==> src/core/txr_pkg.sv <==
// Purpose: constants for the transmitter pin, threshold and status register slice
// Assumes: byte-wide register port fed by an spi framing block outside
package txr_pkg;
  localparam logic [5:0] ADDR_PIN1_CFG = 6'h01;
  localparam logic [5:0] ADDR_PIN0_CFG = 6'h02;
  localparam logic [5:0] ADDR_THR = 6'h03;
  localparam logic [5:0] ADDR_MARK_HI = 6'h04;
  localparam logic [5:0] ADDR_MARK_LO = 6'h05;
  localparam logic [5:0] ADDR_PART_ID = 6'h30;
  localparam logic [5:0] ADDR_REVISION = 6'h31;
  localparam logic [5:0] ADDR_FSM_STATE = 6'h35;
  localparam logic [5:0] ADDR_PIN_STATE = 6'h38;
  localparam logic [5:0] ADDR_PLL_CAL = 6'h39;
  localparam logic [5:0] ADDR_FILL = 6'h3A;

  localparam logic [7:0] RST_PIN1_CFG = 8'h2E;
  localparam logic [7:0] RST_PIN0_CFG = 8'h3F;
  localparam logic [7:0] RST_THR = 8'h07;
  localparam logic [7:0] RST_MARK_HI = 8'hD3;
  localparam logic [7:0] RST_MARK_LO = 8'h91;

  // arbitrary identity values
  localparam logic [7:0] PART_ID_VAL = 8'h00;
  localparam logic [7:0] REVISION_VAL = 8'h01;

  localparam int BIT_DRIVE = 7;
  localparam int BIT_INV = 6;
  localparam int BIT_TEMP = 7;
  localparam logic [3:0] THR_FIELD_MASK = 4'hF;
  localparam logic [6:0] THR_BASE = 7'h3D;
  localparam logic [5:0] SEL_THRESHOLD = 6'h02;
  localparam logic [5:0] SEL_TRISTATE = 6'h2E;
  localparam logic [5:0] SEL_XTAL_192 = 6'h3F;
  // 96 sampled crystal rises per half period of the divided clock
  localparam logic [7:0] XDIV_LAST = 8'h5F;
  localparam logic [5:0] SEL_LOW = 6'h2F;
  localparam logic [5:0] SEL_HIGH = 6'h2F;
endpackage : txr_pkg

==> src/core/txr_regs.sv <==
// Purpose: pin config, tx threshold, frame marker and status register slice
// Assumes: one register access per cycle, synchronous inputs from outside logic
// Notes: pin signals leave as level plus output enable, the pad sits outside
// Notes on behaviour
// - read-only fill count and underflow register
// - read-only control state machine state register
// - read-only pin levels and frame status register
// - read-only pll calibration value register
// - read-only part and revision identity registers
// - drive strength bit selects strength both pins
// - invert bit makes pin output active low
// - pin1 select resets to tri-state code
// - pin0 select resets to crystal divided clock
// - threshold reached when count at least limit
// - code maps to 61 minus four times code
// - frame marker high byte, resets to d3
// - frame marker low byte, resets to 91
module txr_regs
  import txr_pkg::*;
(
  input wire logic clk_i,
  input wire logic rst_n_i,
  input wire logic reg_wr_i,
  input wire logic reg_rd_i,
  input wire logic [5:0] reg_addr_i,
  input wire logic [7:0] reg_wdata_i,
  input wire logic [7:0] fsm_state_i,
  input wire logic [7:0] frame_state_i,
  input wire logic [7:0] pll_cal_i,
  input wire logic tx_underflow_i,
  input wire logic [6:0] tx_fill_i,
  input wire logic crystal_clock_i,
  output logic [7:0] reg_rdata_o,
  output logic reg_rvalid_o,
  output logic [1:0] general_purpose_outputs_o,
  output logic [1:0] pin_oe_o,
  output logic pin_drive_strength_o,
  output logic temp_sensor_en_o,
  output logic tx_thr_reached_o,
  output logic [15:0] frame_marker_o
);
  logic [7:0] pin1_output_config_ff;
  logic [7:0] pin0_output_config_ff;
  logic [7:0] tx_buffer_threshold_ff;
  logic [7:0] frame_marker_high_ff;
  logic [7:0] frame_marker_low_ff;
  logic [7:0] reg_rdata_ff;
  logic reg_rvalid_ff;
  logic [1:0] gpo_ff;
  logic [1:0] oe_ff;
  logic thr_ff;
  logic [7:0] xdiv_ff;
  logic xclk_ff;
  logic xprev_ff;

  wire logic wr_pin1 = reg_wr_i && (reg_addr_i == ADDR_PIN1_CFG);
  wire logic wr_pin0 = reg_wr_i && (reg_addr_i == ADDR_PIN0_CFG);
  wire logic wr_thr = reg_wr_i && (reg_addr_i == ADDR_THR);
  wire logic wr_mhi = reg_wr_i && (reg_addr_i == ADDR_MARK_HI);
  wire logic wr_mlo = reg_wr_i && (reg_addr_i == ADDR_MARK_LO);

  // threshold limit: 61 - 4*code
  wire logic [3:0] tx_threshold_code = tx_buffer_threshold_ff[3:0] & THR_FIELD_MASK;
  wire logic [6:0] thr_limit = THR_BASE - {1'b0, tx_threshold_code, 2'b00};
  wire logic nxt_thr = (tx_fill_i >= thr_limit);

  // crystal clock divided by 192: toggle every 96 rising edges
  wire logic x_rise = crystal_clock_i && !xprev_ff;
  wire logic x_wrap = x_rise && (xdiv_ff == XDIV_LAST);
  wire logic [7:0] nxt_xdiv = x_wrap ? 8'h00 : (x_rise ? xdiv_ff + 8'h01 : xdiv_ff);

  wire logic [5:0] sel1 = pin1_output_config_ff[5:0];
  wire logic [5:0] sel0 = pin0_output_config_ff[5:0];
  logic [1:0] nxt_gpo;
  logic [1:0] nxt_oe;

  genvar g;
  generate
    for (g = 0; g < 2; g++) begin : g_pin
      wire logic [5:0] s = (g == 0) ? sel0 : sel1;
      wire logic i = (g == 0) ? pin0_output_config_ff[BIT_INV] : pin1_output_config_ff[BIT_INV];
      wire logic raw = (s == SEL_THRESHOLD) ? nxt_thr :
                       (s == SEL_XTAL_192) ? xclk_ff : 1'b0;
      assign nxt_gpo[g] = raw ^ i;
      assign nxt_oe[g] = (s != SEL_TRISTATE);
    end
  endgenerate

  // unmapped addresses read as zero
  wire logic [7:0] rd_mux =
    (reg_addr_i == ADDR_PIN1_CFG) ? pin1_output_config_ff :
    (reg_addr_i == ADDR_PIN0_CFG) ? pin0_output_config_ff :
    (reg_addr_i == ADDR_THR) ? tx_buffer_threshold_ff :
    (reg_addr_i == ADDR_MARK_HI) ? frame_marker_high_ff :
    (reg_addr_i == ADDR_MARK_LO) ? frame_marker_low_ff :
    (reg_addr_i == ADDR_PART_ID) ? PART_ID_VAL :
    (reg_addr_i == ADDR_REVISION) ? REVISION_VAL :
    (reg_addr_i == ADDR_FSM_STATE) ? fsm_state_i :
    (reg_addr_i == ADDR_PIN_STATE) ? {frame_state_i[7:2], gpo_ff} :
    (reg_addr_i == ADDR_PLL_CAL) ? pll_cal_i :
    (reg_addr_i == ADDR_FILL) ? {tx_underflow_i, tx_fill_i} :
    8'h00;

  always_ff @(posedge clk_i) begin
    if (!rst_n_i) begin
      pin1_output_config_ff <= RST_PIN1_CFG;
      pin0_output_config_ff <= RST_PIN0_CFG;
      tx_buffer_threshold_ff <= RST_THR;
      frame_marker_high_ff <= RST_MARK_HI;
      frame_marker_low_ff <= RST_MARK_LO;
    end else begin
      if (wr_pin1) pin1_output_config_ff <= reg_wdata_i;
      if (wr_pin0) pin0_output_config_ff <= reg_wdata_i;
      if (wr_thr) tx_buffer_threshold_ff <= reg_wdata_i;
      if (wr_mhi) frame_marker_high_ff <= reg_wdata_i;
      if (wr_mlo) frame_marker_low_ff <= reg_wdata_i;
    end
  end

  always_ff @(posedge clk_i) begin
    if (!rst_n_i) begin
      reg_rdata_ff <= 8'h00;
      reg_rvalid_ff <= 1'b0;
      thr_ff <= 1'b0;
      xdiv_ff <= 8'h00;
      xclk_ff <= 1'b0;
      xprev_ff <= 1'b0;
    end else begin
      reg_rvalid_ff <= reg_rd_i;
      reg_rdata_ff <= reg_rd_i ? rd_mux : 8'h00;
      thr_ff <= nxt_thr;
      xprev_ff <= crystal_clock_i;
      xdiv_ff <= nxt_xdiv;
      if (x_wrap) xclk_ff <= !xclk_ff;
    end
  end

  // pin outputs reset to their reset-select behaviour, pin1 off, pin0 driving
  always_ff @(posedge clk_i) begin
    if (!rst_n_i) begin
      gpo_ff <= 2'b00;
      oe_ff <= 2'b01;
    end else begin
      gpo_ff <= nxt_gpo;
      oe_ff <= nxt_oe;
    end
  end

  assign reg_rdata_o = reg_rdata_ff;
  assign reg_rvalid_o = reg_rvalid_ff;
  assign general_purpose_outputs_o = gpo_ff;
  assign pin_oe_o = oe_ff;
  assign pin_drive_strength_o = pin1_output_config_ff[BIT_DRIVE];
  // host keeps other bits zero when the sensor is on
  assign temp_sensor_en_o = pin0_output_config_ff[BIT_TEMP];
  assign tx_thr_reached_o = thr_ff;
  assign frame_marker_o = {frame_marker_high_ff, frame_marker_low_ff};

  thr_limit_a: assert property (@(posedge clk_i) disable iff (!rst_n_i)
    1 |=> tx_thr_reached_o == $past(tx_fill_i >= thr_limit)) else $error("threshold flag wrong");
  thr_map_a: assert property (@(posedge clk_i) disable iff (!rst_n_i)
    thr_limit == 7'd61 - 7'd4 * {3'b000, tx_threshold_code}) else $error("threshold map wrong");
  marker_keep_a: assert property (@(posedge clk_i) disable iff (!rst_n_i)
    !wr_mhi |=> $stable(frame_marker_o[15:8])) else $error("marker high changed");
  marker_write_a: assert property (@(posedge clk_i) disable iff (!rst_n_i)
    wr_mlo |=> frame_marker_o[7:0] == $past(reg_wdata_i)) else $error("marker low not written");
  status_ro_a: assert property (@(posedge clk_i) disable iff (!rst_n_i)
    (reg_wr_i && reg_addr_i == ADDR_FILL) |=> $stable(pin0_output_config_ff)
    && $stable(pin1_output_config_ff)) else $error("status write had effect");
  fill_read_a: assert property (@(posedge clk_i) disable iff (!rst_n_i)
    (reg_rd_i && reg_addr_i == ADDR_FILL) |=>
    reg_rvalid_o && reg_rdata_o == {$past(tx_underflow_i), $past(tx_fill_i)})
    else $error("fill read wrong");
  fsm_read_a: assert property (@(posedge clk_i) disable iff (!rst_n_i)
    (reg_rd_i && reg_addr_i == ADDR_FSM_STATE) |=> reg_rdata_o == $past(fsm_state_i))
    else $error("state read wrong");
  tristate_a: assert property (@(posedge clk_i) disable iff (!rst_n_i)
    (sel1 == SEL_TRISTATE) |=> !pin_oe_o[1]) else $error("pin1 not tri-state");
  invert_a: assert property (@(posedge clk_i) disable iff (!rst_n_i)
    (sel0 == SEL_THRESHOLD) |=> general_purpose_outputs_o[0] ==
    ($past(nxt_thr) ^ $past(pin0_output_config_ff[BIT_INV]))) else $error("invert wrong");

  // reset values land on the edge after a reset edge, so no disable here
  pin1_sel_rst_a: assert property (@(posedge clk_i)
    !rst_n_i |=>
    pin1_output_config_ff[5:0] == SEL_TRISTATE)
    else $error("pin1 select reset wrong");

  pin0_sel_rst_a: assert property (@(posedge clk_i)
    !rst_n_i |=>
    pin0_output_config_ff[5:0] == SEL_XTAL_192)
    else $error("pin0 select reset wrong");

  inv_rst_a: assert property (@(posedge clk_i)
    !rst_n_i |=>
    !pin0_output_config_ff[BIT_INV] && !pin1_output_config_ff[BIT_INV])
    else $error("invert reset wrong");

  drive_rst_a: assert property (@(posedge clk_i)
    !rst_n_i |=>
    !pin_drive_strength_o)
    else $error("drive reset wrong");

  thr_rst_a: assert property (@(posedge clk_i)
    !rst_n_i |=>
    tx_buffer_threshold_ff == RST_THR)
    else $error("threshold reset wrong");

  mark_hi_rst_a: assert property (@(posedge clk_i)
    !rst_n_i |=>
    frame_marker_o[15:8] == RST_MARK_HI)
    else $error("marker high reset wrong");

  mark_lo_rst_a: assert property (@(posedge clk_i)
    !rst_n_i |=>
    frame_marker_o[7:0] == RST_MARK_LO)
    else $error("marker low reset wrong");

  temp_rst_a: assert property (@(posedge clk_i)
    !rst_n_i |=>
    !temp_sensor_en_o)
    else $error("sensor enable reset wrong");

  rvalid_rst_a: assert property (@(posedge clk_i)
    !rst_n_i |=>
    !reg_rvalid_o && reg_rdata_o == 8'h00)
    else $error("read port reset wrong");

  oe_rst_a: assert property (@(posedge clk_i)
    !rst_n_i |=>
    !pin_oe_o[1] && pin_oe_o[0])
    else $error("enable reset wrong");

  // writes
  drive_write_a: assert property (@(posedge clk_i) disable iff (!rst_n_i)
    wr_pin1 |=>
    pin_drive_strength_o == $past(reg_wdata_i[BIT_DRIVE]))
    else $error("drive not written");

  inv1_write_a: assert property (@(posedge clk_i) disable iff (!rst_n_i)
    wr_pin1 |=>
    pin1_output_config_ff[BIT_INV] == $past(reg_wdata_i[BIT_INV]))
    else $error("pin1 invert not written");

  inv0_write_a: assert property (@(posedge clk_i) disable iff (!rst_n_i)
    wr_pin0 |=>
    pin0_output_config_ff[BIT_INV] == $past(reg_wdata_i[BIT_INV]))
    else $error("pin0 invert not written");

  temp_write_a: assert property (@(posedge clk_i) disable iff (!rst_n_i)
    wr_pin0 |=>
    temp_sensor_en_o == $past(reg_wdata_i[BIT_TEMP]))
    else $error("sensor enable not written");

  thr_write_a: assert property (@(posedge clk_i) disable iff (!rst_n_i)
    wr_thr |=>
    tx_buffer_threshold_ff == $past(reg_wdata_i))
    else $error("threshold not stored as written");

  mark_hi_write_a: assert property (@(posedge clk_i) disable iff (!rst_n_i)
    wr_mhi |=>
    frame_marker_o[15:8] == $past(reg_wdata_i))
    else $error("marker high not written");

  mark_lo_keep_a: assert property (@(posedge clk_i) disable iff (!rst_n_i)
    !wr_mlo |=>
    $stable(frame_marker_o[7:0]))
    else $error("marker low changed");

  status_keep_a: assert property (@(posedge clk_i) disable iff (!rst_n_i)
    (reg_wr_i && reg_addr_i == ADDR_PART_ID) |=>
    $stable(tx_buffer_threshold_ff) && $stable(frame_marker_o))
    else $error("identity write had effect");

  // reads
  part_read_a: assert property (@(posedge clk_i) disable iff (!rst_n_i)
    (reg_rd_i && reg_addr_i == ADDR_PART_ID) |=>
    reg_rvalid_o && reg_rdata_o == PART_ID_VAL)
    else $error("part read wrong");

  rev_read_a: assert property (@(posedge clk_i) disable iff (!rst_n_i)
    (reg_rd_i && reg_addr_i == ADDR_REVISION) |=>
    reg_rvalid_o && reg_rdata_o == REVISION_VAL)
    else $error("revision read wrong");

  pin_state_read_a: assert property (@(posedge clk_i) disable iff (!rst_n_i)
    (reg_rd_i && reg_addr_i == ADDR_PIN_STATE) |=>
    reg_rdata_o == {$past(frame_state_i[7:2]), $past(general_purpose_outputs_o)})
    else $error("pin state read wrong");

  pll_read_a: assert property (@(posedge clk_i) disable iff (!rst_n_i)
    (reg_rd_i && reg_addr_i == ADDR_PLL_CAL) |=>
    reg_rvalid_o && reg_rdata_o == $past(pll_cal_i))
    else $error("calibration read wrong");

  rvalid_rise_a: assert property (@(posedge clk_i) disable iff (!rst_n_i)
    reg_rd_i |=>
    reg_rvalid_o)
    else $error("read not answered");

  idle_read_a: assert property (@(posedge clk_i) disable iff (!rst_n_i)
    !reg_rd_i |=>
    !reg_rvalid_o && reg_rdata_o == 8'h00)
    else $error("read data outside a read");

  // threshold flag, checked against its bounds rather than the adder
  thr_full_a: assert property (@(posedge clk_i) disable iff (!rst_n_i)
    (tx_fill_i >= THR_BASE) |=>
    tx_thr_reached_o)
    else $error("full buffer not flagged");

  thr_empty_a: assert property (@(posedge clk_i) disable iff (!rst_n_i)
    (tx_fill_i == 7'h00) |=>
    !tx_thr_reached_o)
    else $error("empty buffer flagged");

  thr_code_max_a: assert property (@(posedge clk_i) disable iff (!rst_n_i)
    (tx_threshold_code == 4'hF) && (tx_fill_i != 7'h00) |=>
    tx_thr_reached_o)
    else $error("top code limit wrong");

  thr_code_zero_a: assert property (@(posedge clk_i) disable iff (!rst_n_i)
    (tx_threshold_code == 4'h0) && (tx_fill_i < THR_BASE) |=>
    !tx_thr_reached_o)
    else $error("zero code limit wrong");

  thr_pin1_a: assert property (@(posedge clk_i) disable iff (!rst_n_i)
    (sel1 == SEL_THRESHOLD) |=>
    general_purpose_outputs_o[1] == ($past(nxt_thr) ^ $past(pin1_output_config_ff[BIT_INV])))
    else $error("pin1 threshold wrong");

  // crystal divider
  xdiv_range_a: assert property (@(posedge clk_i) disable iff (!rst_n_i)
    1'b1 |->
    xdiv_ff <= XDIV_LAST)
    else $error("divider out of range");

  xclk_hold_a: assert property (@(posedge clk_i) disable iff (!rst_n_i)
    !x_wrap |=>
    $stable(xclk_ff))
    else $error("divided clock moved early");

  xtal_pin_a: assert property (@(posedge clk_i) disable iff (!rst_n_i)
    (sel0 == SEL_XTAL_192) |=>
    general_purpose_outputs_o[0] == ($past(xclk_ff) ^ $past(pin0_output_config_ff[BIT_INV])))
    else $error("pin0 clock wrong");

  oe_drive_a: assert property (@(posedge clk_i) disable iff (!rst_n_i)
    (sel0 != SEL_TRISTATE) |=>
    pin_oe_o[0])
    else $error("pin0 not driven");
endmodule : txr_regs

==> config.mk <==
export PLATFORM = sky130hd
export DESIGN_NAME = txr_regs
export DESIGN_NICKNAME = d
export VERILOG_FILES = /design/src/core/txr_pkg.sv /design/src/core/txr_regs.sv
export SDC_FILE = /design/constraint.sdc
export NUM_CORES = 1
export LEC_CHECK = 0
export BUFFER_PORTS_ARGS = -buffer_cell sky130_fd_sc_hd__buf_2
export CORE_MARGIN = 4
export CORE_UTILIZATION = 57
export DETAILED_ROUTE_END_ITERATION = 10
export MAX_ROUTING_LAYER = met4
export PLACE_DENSITY = 0.85
export SKIP_LAST_GASP = 1
export SLEW_MARGIN = 25
export SYNTH_ARGS = -nofsm -noshare
export SYNTH_HDL_FRONTEND = slang
export SYNTH_SLANG_ARGS = --single-unit
==> constraint.sdc <==
create_clock -name clk_i -period 5.2 [get_ports clk_i]
set_clock_uncertainty 0.05 [all_clocks]
set_input_delay 1.04 -clock clk_i [delete_from_list [all_inputs] [get_ports clk_i]]
set_output_delay 1.04 -clock clk_i [all_outputs]
set_load 0.01 [all_outputs]
Word-level counts from Yosys, hierarchy flattened. Index checks and enable logic that the tools add are counted.

Register bits: 64. Input bits: 51. Logic and storage cells: 63.

Add/subtract/negate cells: 2. Order comparisons: 1. Equality and inequality tests: 18. Multiplexer cells: 15. Bitwise logic cells: 3. Reduce and logical (&&, ||, !) cells: 11.

Operators with widths (number): 2-to-1 mux 8 bit (11); equality test 6 bit, second input constant (8); equality test 6 x 2 -> 1 bit, second input constant (4); equality test 6 x 3 -> 1 bit, second input constant (2); inequality test 6 bit, second input constant (2); adder 8 x 1 -> 8 bit, second input constant (1); equality test 8 x 7 -> 1 bit, second input constant (1); >= comparator 7 bit (1); logical AND 1 bit (7); subtractor 6 x 6 -> 7 bit, first input constant (1); equality test 6 x 1 -> 1 bit, second input constant (1); 2-to-1 mux 1 bit (4); logical NOT 1 bit (2); AND reduction 2 bit (1); OR reduction 2 bit (1); XOR 1 bit (2); inverter 1 bit (1).

Logic depth before layout (Yosys ltp). Gate-level depths: netlist of the first run.

Depth after elaboration: 12. Gate-level depth with buffers: 7. Mapped depth without buffers: 5.

Least setup slack after synthesis of the first run. Ideal clock, no wire load.

Path kind: input to register. Start point: input port reg_addr_i[0]. End point: register tx_buffer_threshold_ff[0]. Data arrival time: 2187 ps. Data required time: 5021 ps. Path slack: 2833 ps. Cell stages on the path: 6. Buffers on the path: 3. Cell sequence: buf_2 buf_2 buf_2 nand4_2 mux2i_1 nand2_1.

Longest elaborated chain between the ends: 2.

RTL lines: start: declaration (line txr_regs.sv:25) `input wire logic [5:0] reg_addr_i,`; equality test 6 x 2 -> 1 bit (line txr_regs.sv:58) `wire logic wr_thr = reg_wr_i && (reg_addr_i == ADDR_THR);`; logical AND 1 bit (line txr_regs.sv:58); end signal: assignment (line txr_regs.sv:114) `if (wr_thr) tx_buffer_threshold_ff <= reg_wdata_i;`; end: declaration (line txr_regs.sv:44) `logic [7:0] tx_buffer_threshold_ff;`.

Every way passes these cells. A chain may end at the register's enable or synchronous reset.

Final worst setup path of the first run.
Start point: input port reg_addr_i[0]. End point: register reg_rdata_ff[4] (netlist: reg_rdata_o[4]).

Longest elaborated chain between the ends: 12. Elaborated cells on any way between the ends: 22. Those cells by class: 11 x eq/ne; 11 x mux.

RTL lines: equality test 6 bit (line txr_regs.sv:101) `(reg_addr_i == ADDR_FILL) ? {tx_underflow_i, tx_fill_i} :`; 2-to-1 mux 8 bit (line txr_regs.sv:101); 2-to-1 mux 8 bit (line txr_regs.sv:100) `(reg_addr_i == ADDR_PLL_CAL) ? pll_cal_i :`; 2-to-1 mux 8 bit (line txr_regs.sv:99) `(reg_addr_i == ADDR_PIN_STATE) ? {frame_state_i[7:2], gpo_ff} :`; 2-to-1 mux 8 bit (line txr_regs.sv:98) `(reg_addr_i == ADDR_FSM_STATE) ? fsm_state_i :`; 2-to-1 mux 8 bit (line txr_regs.sv:97) `(reg_addr_i == ADDR_REVISION) ? REVISION_VAL :`; 2-to-1 mux 8 bit (line txr_regs.sv:96) `(reg_addr_i == ADDR_PART_ID) ? PART_ID_VAL :`; 2-to-1 mux 8 bit (line txr_regs.sv:95) `(reg_addr_i == ADDR_MARK_LO) ? frame_marker_low_ff :`; 2-to-1 mux 8 bit (line txr_regs.sv:94) `(reg_addr_i == ADDR_MARK_HI) ? frame_marker_high_ff :`; 2-to-1 mux 8 bit (line txr_regs.sv:93) `(reg_addr_i == ADDR_THR) ? tx_buffer_threshold_ff :`; 2-to-1 mux 8 bit (line txr_regs.sv:92) `(reg_addr_i == ADDR_PIN0_CFG) ? pin0_output_config_ff :`; 2-to-1 mux 8 bit (*) (line txr_regs.sv:91) `(reg_addr_i == ADDR_PIN1_CFG) ? pin1_output_config_ff :`; end signal: assignment (line txr_regs.sv:130) `reg_rdata_ff <= reg_rd_i ? rd_mux : 8'h00;`; end: declaration (line txr_regs.sv:47) `logic [7:0] reg_rdata_ff;`.

Mark *: on every way between the ends. The rest lies on a longest branch, timed or not.

==> results of run 1 <==
==> routing by layer <==
| layer | vias up | part of all wire (%) |
|---|---|---|
| met2 | 226 | 46 |
| li1 | 1540 | - |
| met3 | 25 | 12 |
| met1 | 1501 | 40 |
| met5 | - | 0 |
| met4 | 0 | 2.0 |
==> where the power goes <==
group | switching (mW) | total [mW] | leakage, nW | internal [mW]
Combinational | 0.0663 | 0.106 | 1.07 | 0.0395
Clock | 0.187 | 0.434 | 0.103 | 0.246
Sequential | 0.00416 | 0.500 | 0.518 | 0.496
Total | 0.258 | 1.04 | 1.69 | 0.782
==> synthesized netlist by cell type (3+ instances only) <==
cell type                   count
sky130_fd_sc_hd__nor2b_1        9
sky130_fd_sc_hd__a21oi_1       23
sky130_fd_sc_hd__xnor2_1        4
sky130_fd_sc_hd__ha_1           5
sky130_fd_sc_hd__o211ai_1       5
sky130_fd_sc_hd__nand3_1       36
sky130_fd_sc_hd__o2bb2ai_1      7
sky130_fd_sc_hd__buf_1          3
sky130_fd_sc_hd__a221oi_1       4
sky130_fd_sc_hd__nand2_1       51
sky130_fd_sc_hd__nand2b_1       5
sky130_fd_sc_hd__dfxtp_1       64
sky130_fd_sc_hd__nor3_1         6
sky130_fd_sc_hd__mux2i_1       29
sky130_fd_sc_hd__inv_1          6
sky130_fd_sc_hd__o22ai_1        3
sky130_fd_sc_hd__a31oi_1        6
sky130_fd_sc_hd__o21a_1         5
sky130_fd_sc_hd__xor2_1         4
sky130_fd_sc_hd__o21ai_0       11
sky130_fd_sc_hd__and2_1         5
sky130_fd_sc_hd__buf_2          9
sky130_fd_sc_hd__nand3b_1       6
sky130_fd_sc_hd__nor2_1        24
sky130_fd_sc_hd__clkbuf_1       8
sky130_fd_sc_hd__nand4_1        5
==> worst register-to-register path: cells and delay by family, from the launching register on <==
family | cells | cell delay, ns
DFF | 1 | 0.38
and+or+nand+nor | 3 | 1.12
AOI/OAI and AO/OA | 1 | 0.18
==> state kept, by name, indices dropped and copies added, names as in the netlist <==
| name | cells |
|---|---|
| pin0_output_config_ff | 8 |
| xprev_ff | 1 |
| frame_marker_high_ff | 8 |
| pin_oe_o | 2 |
| general_purpose_outputs_o | 2 |
| reg_rdata_o | 8 |
| tx_thr_reached_o | 1 |
| xclk_ff | 1 |
| pin1_output_config_ff | 8 |
| xdiv_ff | 8 |
| frame_marker_low_ff | 8 |
| reg_rvalid_o | 1 |
| tx_buffer_threshold_ff | 8 |
==> cell type report <==
class | count | area, sq um
Timing Repair Buffer | 80 | 400
Clock buffer | 13 | 159
Inverter | 6 | 22.5
Fill cell | 445 | 1660
Tap cell | 72 | 90.1
Sequential cell | 64 | 1280
Clock inverter | 3 | 40.0
Multi-Input combinational cell | 293 | 1860
==> worst paths after layout <==
kind,startpoint,slack (ns),cells after the start,to
worst max register to register,pin0_output_config_ff[1],3.38,4,general_purpose_outputs_o[0]
worst min register to register,frame_marker_low_ff[5],0.42,2,frame_marker_low_ff[5]
worst max-delay path,reg_addr_i[0],2.42,5,reg_rdata_o[4]
worst min-delay path,frame_marker_low_ff[5],0.42,2,frame_marker_low_ff[5]
==> metrics by stage <==
stage | hold slack, ns | std cells
5_1_grt | 0.449 | 531
3_5_place_dp | 0.415 | 515
6_report | 0.423 | 531
4_1_cts | 0.425 | 531
3_3_place_gp | 0.407 | 515
2_1_floorplan | 0.399 | 384
==> kinds of logic (layout without fill, tap and decap cells) <==
kind of cell	after synthesis	after routing	share of synthesized area, %
compound gates	79	79	16.1
xor+xnor	8	8	2.15
fa+ha+maj	5	5	1.92
buf+inv	27	102	3.58
flops	64	64	39.4
mux	29	29	8.92
simple gates	172	172	28.0
==> flow_metrics.tcl, run 1 <==
set metrics [dict create \
    netlist.top_cell.by_area "sky130_fd_sc_hd__dfxtp_1" \
    seq_area_frac_synth_pct 39.4 \
    cp_slowest_cell "sky130_fd_sc_hd__buf_2" \
    final_area_sq_mm 0.00385 \
    fp.coreArea_sq_mm 0.00551 \
    total_leakage_power_nw 1.69 \
    vias_per_cell 6.20 \
    gp_weighted_congestion 0.993 \
    async_sr_flop_fraction_pct 0 \
    grt_use_met3_pct 8.59 \
    status "completed" \
    max_clk_rate_mhz 359 \
    max-slew-margin-rel_pct 36.1 \
    numnets_final 510 \
    worst_ep_required_time_ns 5.38 \
    final_core_util_pct 69.9 \
    post-route-worst-setup-slack_ns 2.42 \
    p_per_area_mw_per_mm2 270 \
    mappedNetlistArea_sq_mm 0.00325 \
    cts.repair_timing.setup_buffer_count 0 \
    cts_htree_levels 3 \
    timing.critical_path.to_type "flip-flop" \
    grt.total_usage_pct 28.3 \
    grt_first_pass_wirelength_um 15500 \
    clock_latency_ns 0.34 \
    drt-total-wl_um 9670 \
    drt-initial-drc-count 413 \
    cts.clk_slew.worst_paths_ns 0.07 \
    path_class "in2reg" \
    postSynthNetCount 440 \
    clock_tree.buffer_depth 2 \
    first_global_vias 3090 \
    grt_use_met2_pct 44.7 \
    largest_stage_delay_on_the_critical_path_ns 0.60 \
    synth_area_per_cell_sq_um 8.47 \
    post_cts_resized 0 \
    worst-slew-pin-transition_ns 0.958 \
    wl_per_cell_um 18.2 \
    synth.ff_latch_count 64 \
    buffer_ports.inserted 80 \
    n_antenna_cell 0 \
    overflow 0 \
    top_usage_layer "met2" \
    critical_path.max_fanout 36 \
    die_w_um 83.5 \
    synthCells 384 \
    cp.buffers_inverters 1 \
    antenna_violations_before_repair 0 \
    synth_top_cell_area_share_pct 39.4 \
    post_synth_edffs 0 \
    peakVddDrop_uv 195 \
    synth_area_leaders "sky130_fd_sc_hd__dfxtp_1, sky130_fd_sc_hd__mux2i_1, sky130_fd_sc_hd__nand2_1, sky130_fd_sc_hd__nand3_1, sky130_fd_sc_hd__a21oi_1" \
    synth_cell_type_count 53 \
    finalCriticalPeriod_ns 2.78 \
    critPathTopFamily "simple AND/OR/NAND/NOR gates" \
    core.rowCount 27 \
    grt_use_met1_pct 34.9 \
    number_of_detailed_route_iterations_in_the_first_pass 7 \
    top_library_cells_by_usage_in_the_layout_fill_and_taps_aside "sky130_fd_sc_hd__buf_2, sky130_fd_sc_hd__dfxtp_1, sky130_fd_sc_hd__nand2_1" \
    crit_chain "buf_2 -> nand3b_1 -> nor3_2 -> a22oi_1 -> a311oi_1" \
    dp.final_hpwl_um 6800 \
    min_delay_worst_type "reg2reg" \
    ios 83 \
    drv_cap 0 \
    clk_root_buffer_cell "sky130_fd_sc_hd__clkbuf_8" \
    detailroute.via_count 3292 \
    power_mw 1.04 \
    setup_total_negative_slack_ns 0 \
    post_route_cells_drive_above_1_share_pct 23.5 \
    area.growth.synth_to_final_pct 18.3 \
    slew_viol_final 0 \
    fin_crit_sh_pct 53.5 \
    pin_count_of_the_biggest_net_entering_global_routing 37 \
    crit_arrival_ns 2.96 \
    placement.cell_area_sq_mm 0.00365 \
    drc_errors 0 \
    die-height_um 83.5 \
    ant_nets 0 \
    worst_setup_path_start_kind "input port" \
    finalSetupViolations 0 \
    tritoncts "built" \
    ys.warnings.count 0 \
    post-place-ws_ns 2.20 \
    number_of_buffers_created_by_cts 9 \
    num_clock_sinks 64 \
    die_area_sq_mm 0.00698 \
    initial_utilization_pct 59.1 \
    final-hold-violation-count 0 \
    hold_buffers 0 \
    synth-main-ff-cell "sky130_fd_sc_hd__dfxtp_1" \
    rsz0062_at_grt "no" \
    layout_commonest_cell "sky130_fd_sc_hd__buf_2" \
]
(Power assumes the default switching activity.)
==> inputs of run 2 (changes only) <==
Settings changed: CORE_UTILIZATION 57 to 48, PLACE_DENSITY 0.85 to 0.76.
Clock period 5.2 ns to 2.5 ns, I/O delays scaled along.
==> run 2 against run 1 <==
Against the previous run:
- via count is 0.39% higher
- largest power group unchanged
- first-iteration DRC count is 11% higher
- cell count is 2.8% higher
- worst hold slack worse by 0.077 ns
- largest cell class unchanged
- critical path depth is 1 lower
- core utilization is 9.3 points lower
- cell area is 1.8% higher
==> flow_metrics.tcl, run 2 (synthesis gave the netlist of run 1 again) <==
set metrics [dict create \
    multi_input_area_sq_mm 0.00186 \
    gp_weighted_congestion 0.950 \
    largest_stage_delay_on_the_critical_path_ns 0.44 \
    critPathTopFamily "simple AND/OR/NAND/NOR gates" \
    overflow 0 \
    slew_viol_final 0 \
    p_per_area_mw_per_mm2 528 \
    drt-total-wl_um 9510 \
    worst_ep_required_time_ns 2.73 \
    dp.final_hpwl_um 7110 \
    peakVddDrop_uv 376 \
    placement.cell_area_sq_mm 0.00374 \
    core.rowCount 29 \
    rsz0062_at_grt "no" \
    switching_share_pct 28.3 \
    clock_tree.buffer_depth 2 \
    crit_chain "or3b_1 -> or4_1 -> or3_1 -> o211ai_1" \
    die_area_sq_mm 0.00816 \
    numnets_final 520 \
    buffer_ports.inserted 80 \
    cts.clk_slew.worst_paths_ns 0.08 \
    dp_cells 530 \
    fin_crit_sh_pct 71.9 \
    worst_setup_path_start_kind "flip-flop" \
    hold_buffers 0 \
    die_w_um 90.3 \
    cp_slowest_cell "sky130_fd_sc_hd__or4_1" \
    cts.repair_timing.setup_buffer_count 0 \
    first_global_vias 3116 \
    crit_arrival_ns 2.03 \
    ios 83 \
    antenna_violations_before_repair 0 \
    wl_per_cell_um 17.4 \
    path_class "reg2reg" \
    clock_latency_ns 0.35 \
    worstReg2RegStart "pin0_output_config_ff[1]" \
    critical_path.max_fanout 4 \
    drt-initial-drc-count 458 \
    die-height_um 90.3 \
    hold_slack_ns 0.346 \
    post-route-worst-setup-slack_ns 0.703 \
    number_of_detailed_route_iterations_in_the_first_pass 5 \
    ff2ff_setup_slack_ns 0.70 \
    timing.hold.worst_path_depth 2 \
    ant_nets 0 \
    grt.total_usage_pct 24.0 \
    power_mw 2.07 \
    tritoncts "built" \
    status "completed" \
    area.growth.synth_to_final_pct 20.4 \
    stdcell_count 546 \
    worst_hold_path.endpoint "xprev_ff" \
    clk_root_buffer_cell "sky130_fd_sc_hd__clkbuf_8" \
    filler_cell_count 602 \
    post-place-ws_ns 0.382 \
    drc_errors 0 \
    min_delay_worst_type "in2reg" \
    vias_per_cell 6.05 \
    worst-slew-pin-transition_ns 0.501 \
    number_of_buffers_created_by_cts 9 \
    final-hold-violation-count 0 \
    timing.critical_path.to_type "flip-flop" \
    top_library_cells_by_usage_in_the_layout_fill_and_taps_aside "sky130_fd_sc_hd__buf_2, sky130_fd_sc_hd__dfxtp_1, sky130_fd_sc_hd__nand2_1" \
    total_leakage_power_nw 1.73 \
    internal-power_mw 1.48 \
    finalSetupViolations 0 \
    power.clock.fraction_pct 38.6 \
    final_core_util_pct 60.6 \
    pin_count_of_the_biggest_net_entering_global_routing 26 \
    post_cts_resized 0 \
    hold_path.startpoint "crystal_clock_i" \
    ff_latch_area_sq_mm 0.00128 \
    sequential_fraction_of_design_power_pct 50.3 \
    grt_first_pass_wirelength_um 15500 \
    max_clk_rate_mhz 556 \
    max-slew-margin-rel_pct 66.4 \
    timing.rr.end "general_purpose_outputs_o[0]" \
    drv_cap 0 \
    initial_utilization_pct 50.4 \
    power_switching_uw 586 \
    setup_total_negative_slack_ns 0 \
    finalCriticalPeriod_ns 1.80 \
    final_area_sq_mm 0.00392 \
    critical_path_cell_count 4 \
    cp.buffers_inverters 0 \
    fp.coreArea_sq_mm 0.00646 \
    cts_htree_levels 3 \
    num_clock_sinks 64 \
    detailroute.via_count 3305 \
    post_route_cells_drive_above_1_share_pct 25.6 \
    r2r_worst_path_depth 4 \
    n_antenna_cell 0 \
    share_comb_of_total_power_pct 11.1 \
    layout_commonest_cell "sky130_fd_sc_hd__buf_2" \
]
[run 2: area by class of cell]
class | instances | area share (%)
Multi-Input combinational cell | 293 | 47.4
Sequential cell | 64 | 32.7
Timing Repair Buffer | 90 | 12.5
Clock buffer | 9 | 3.16
Tap cell | 77 | 2.46
Clock inverter | 7 | 1.25
Inverter | 6 | 0.575
[run 2: worst max-delay path by stage]
| stage | to | slack [ns] | from |
|---|---|---|---|
| floorplan | tx_buffer_threshold_ff[0] | 0.67 | reg_addr_i[0] |
| global placement | reg_rdata_o[2] | 0.43 | reg_addr_i[0] |
| detailed placement | reg_rdata_o[2] | 0.38 | reg_addr_i[0] |
| CTS | general_purpose_outputs_o[0] | 0.71 | pin0_output_config_ff[1] |
| global route | general_purpose_outputs_o[0] | 0.59 | pin0_output_config_ff[1] |
| finish | general_purpose_outputs_o[0] | 0.70 | pin0_output_config_ff[1] |
[run 2: worst register-to-register path: cells and delay by family (launching register included)]
kind	cells	cell delay, ns
DFF	1	0.39
AOI/OAI and AO/OA	1	0.16
and+or+nand+nor	3	1.13
[run 2: routing by layer]
layer	track usage, %	vias up	part of all wire, %	wire (um)
met5	-	-	0	0
met4	5.99	0	0.94	89
met3	6.50	9	11	1000
met2	36.9	202	45	4280
met1	31.6	1531	44	4140
li1	-	1563	-	-
[run 2: power groups by stage]
| stage | Combinational (mW) | Sequential [mW] | Clock, mW |
|---|---|---|---|
| 2_1_floorplan | 0.123 | 1.06 | 0 |
| 3_3_place_gp | 0.220 | 1.06 | 0 |
| 3_5_place_dp | 0.226 | 1.06 | 0 |
| 4_1_cts | 0.227 | 1.04 | 0.802 |
| 6_report | 0.229 | 1.04 | 0.798 |
| 5_1_grt | 0.249 | 1.04 | 0.849 |
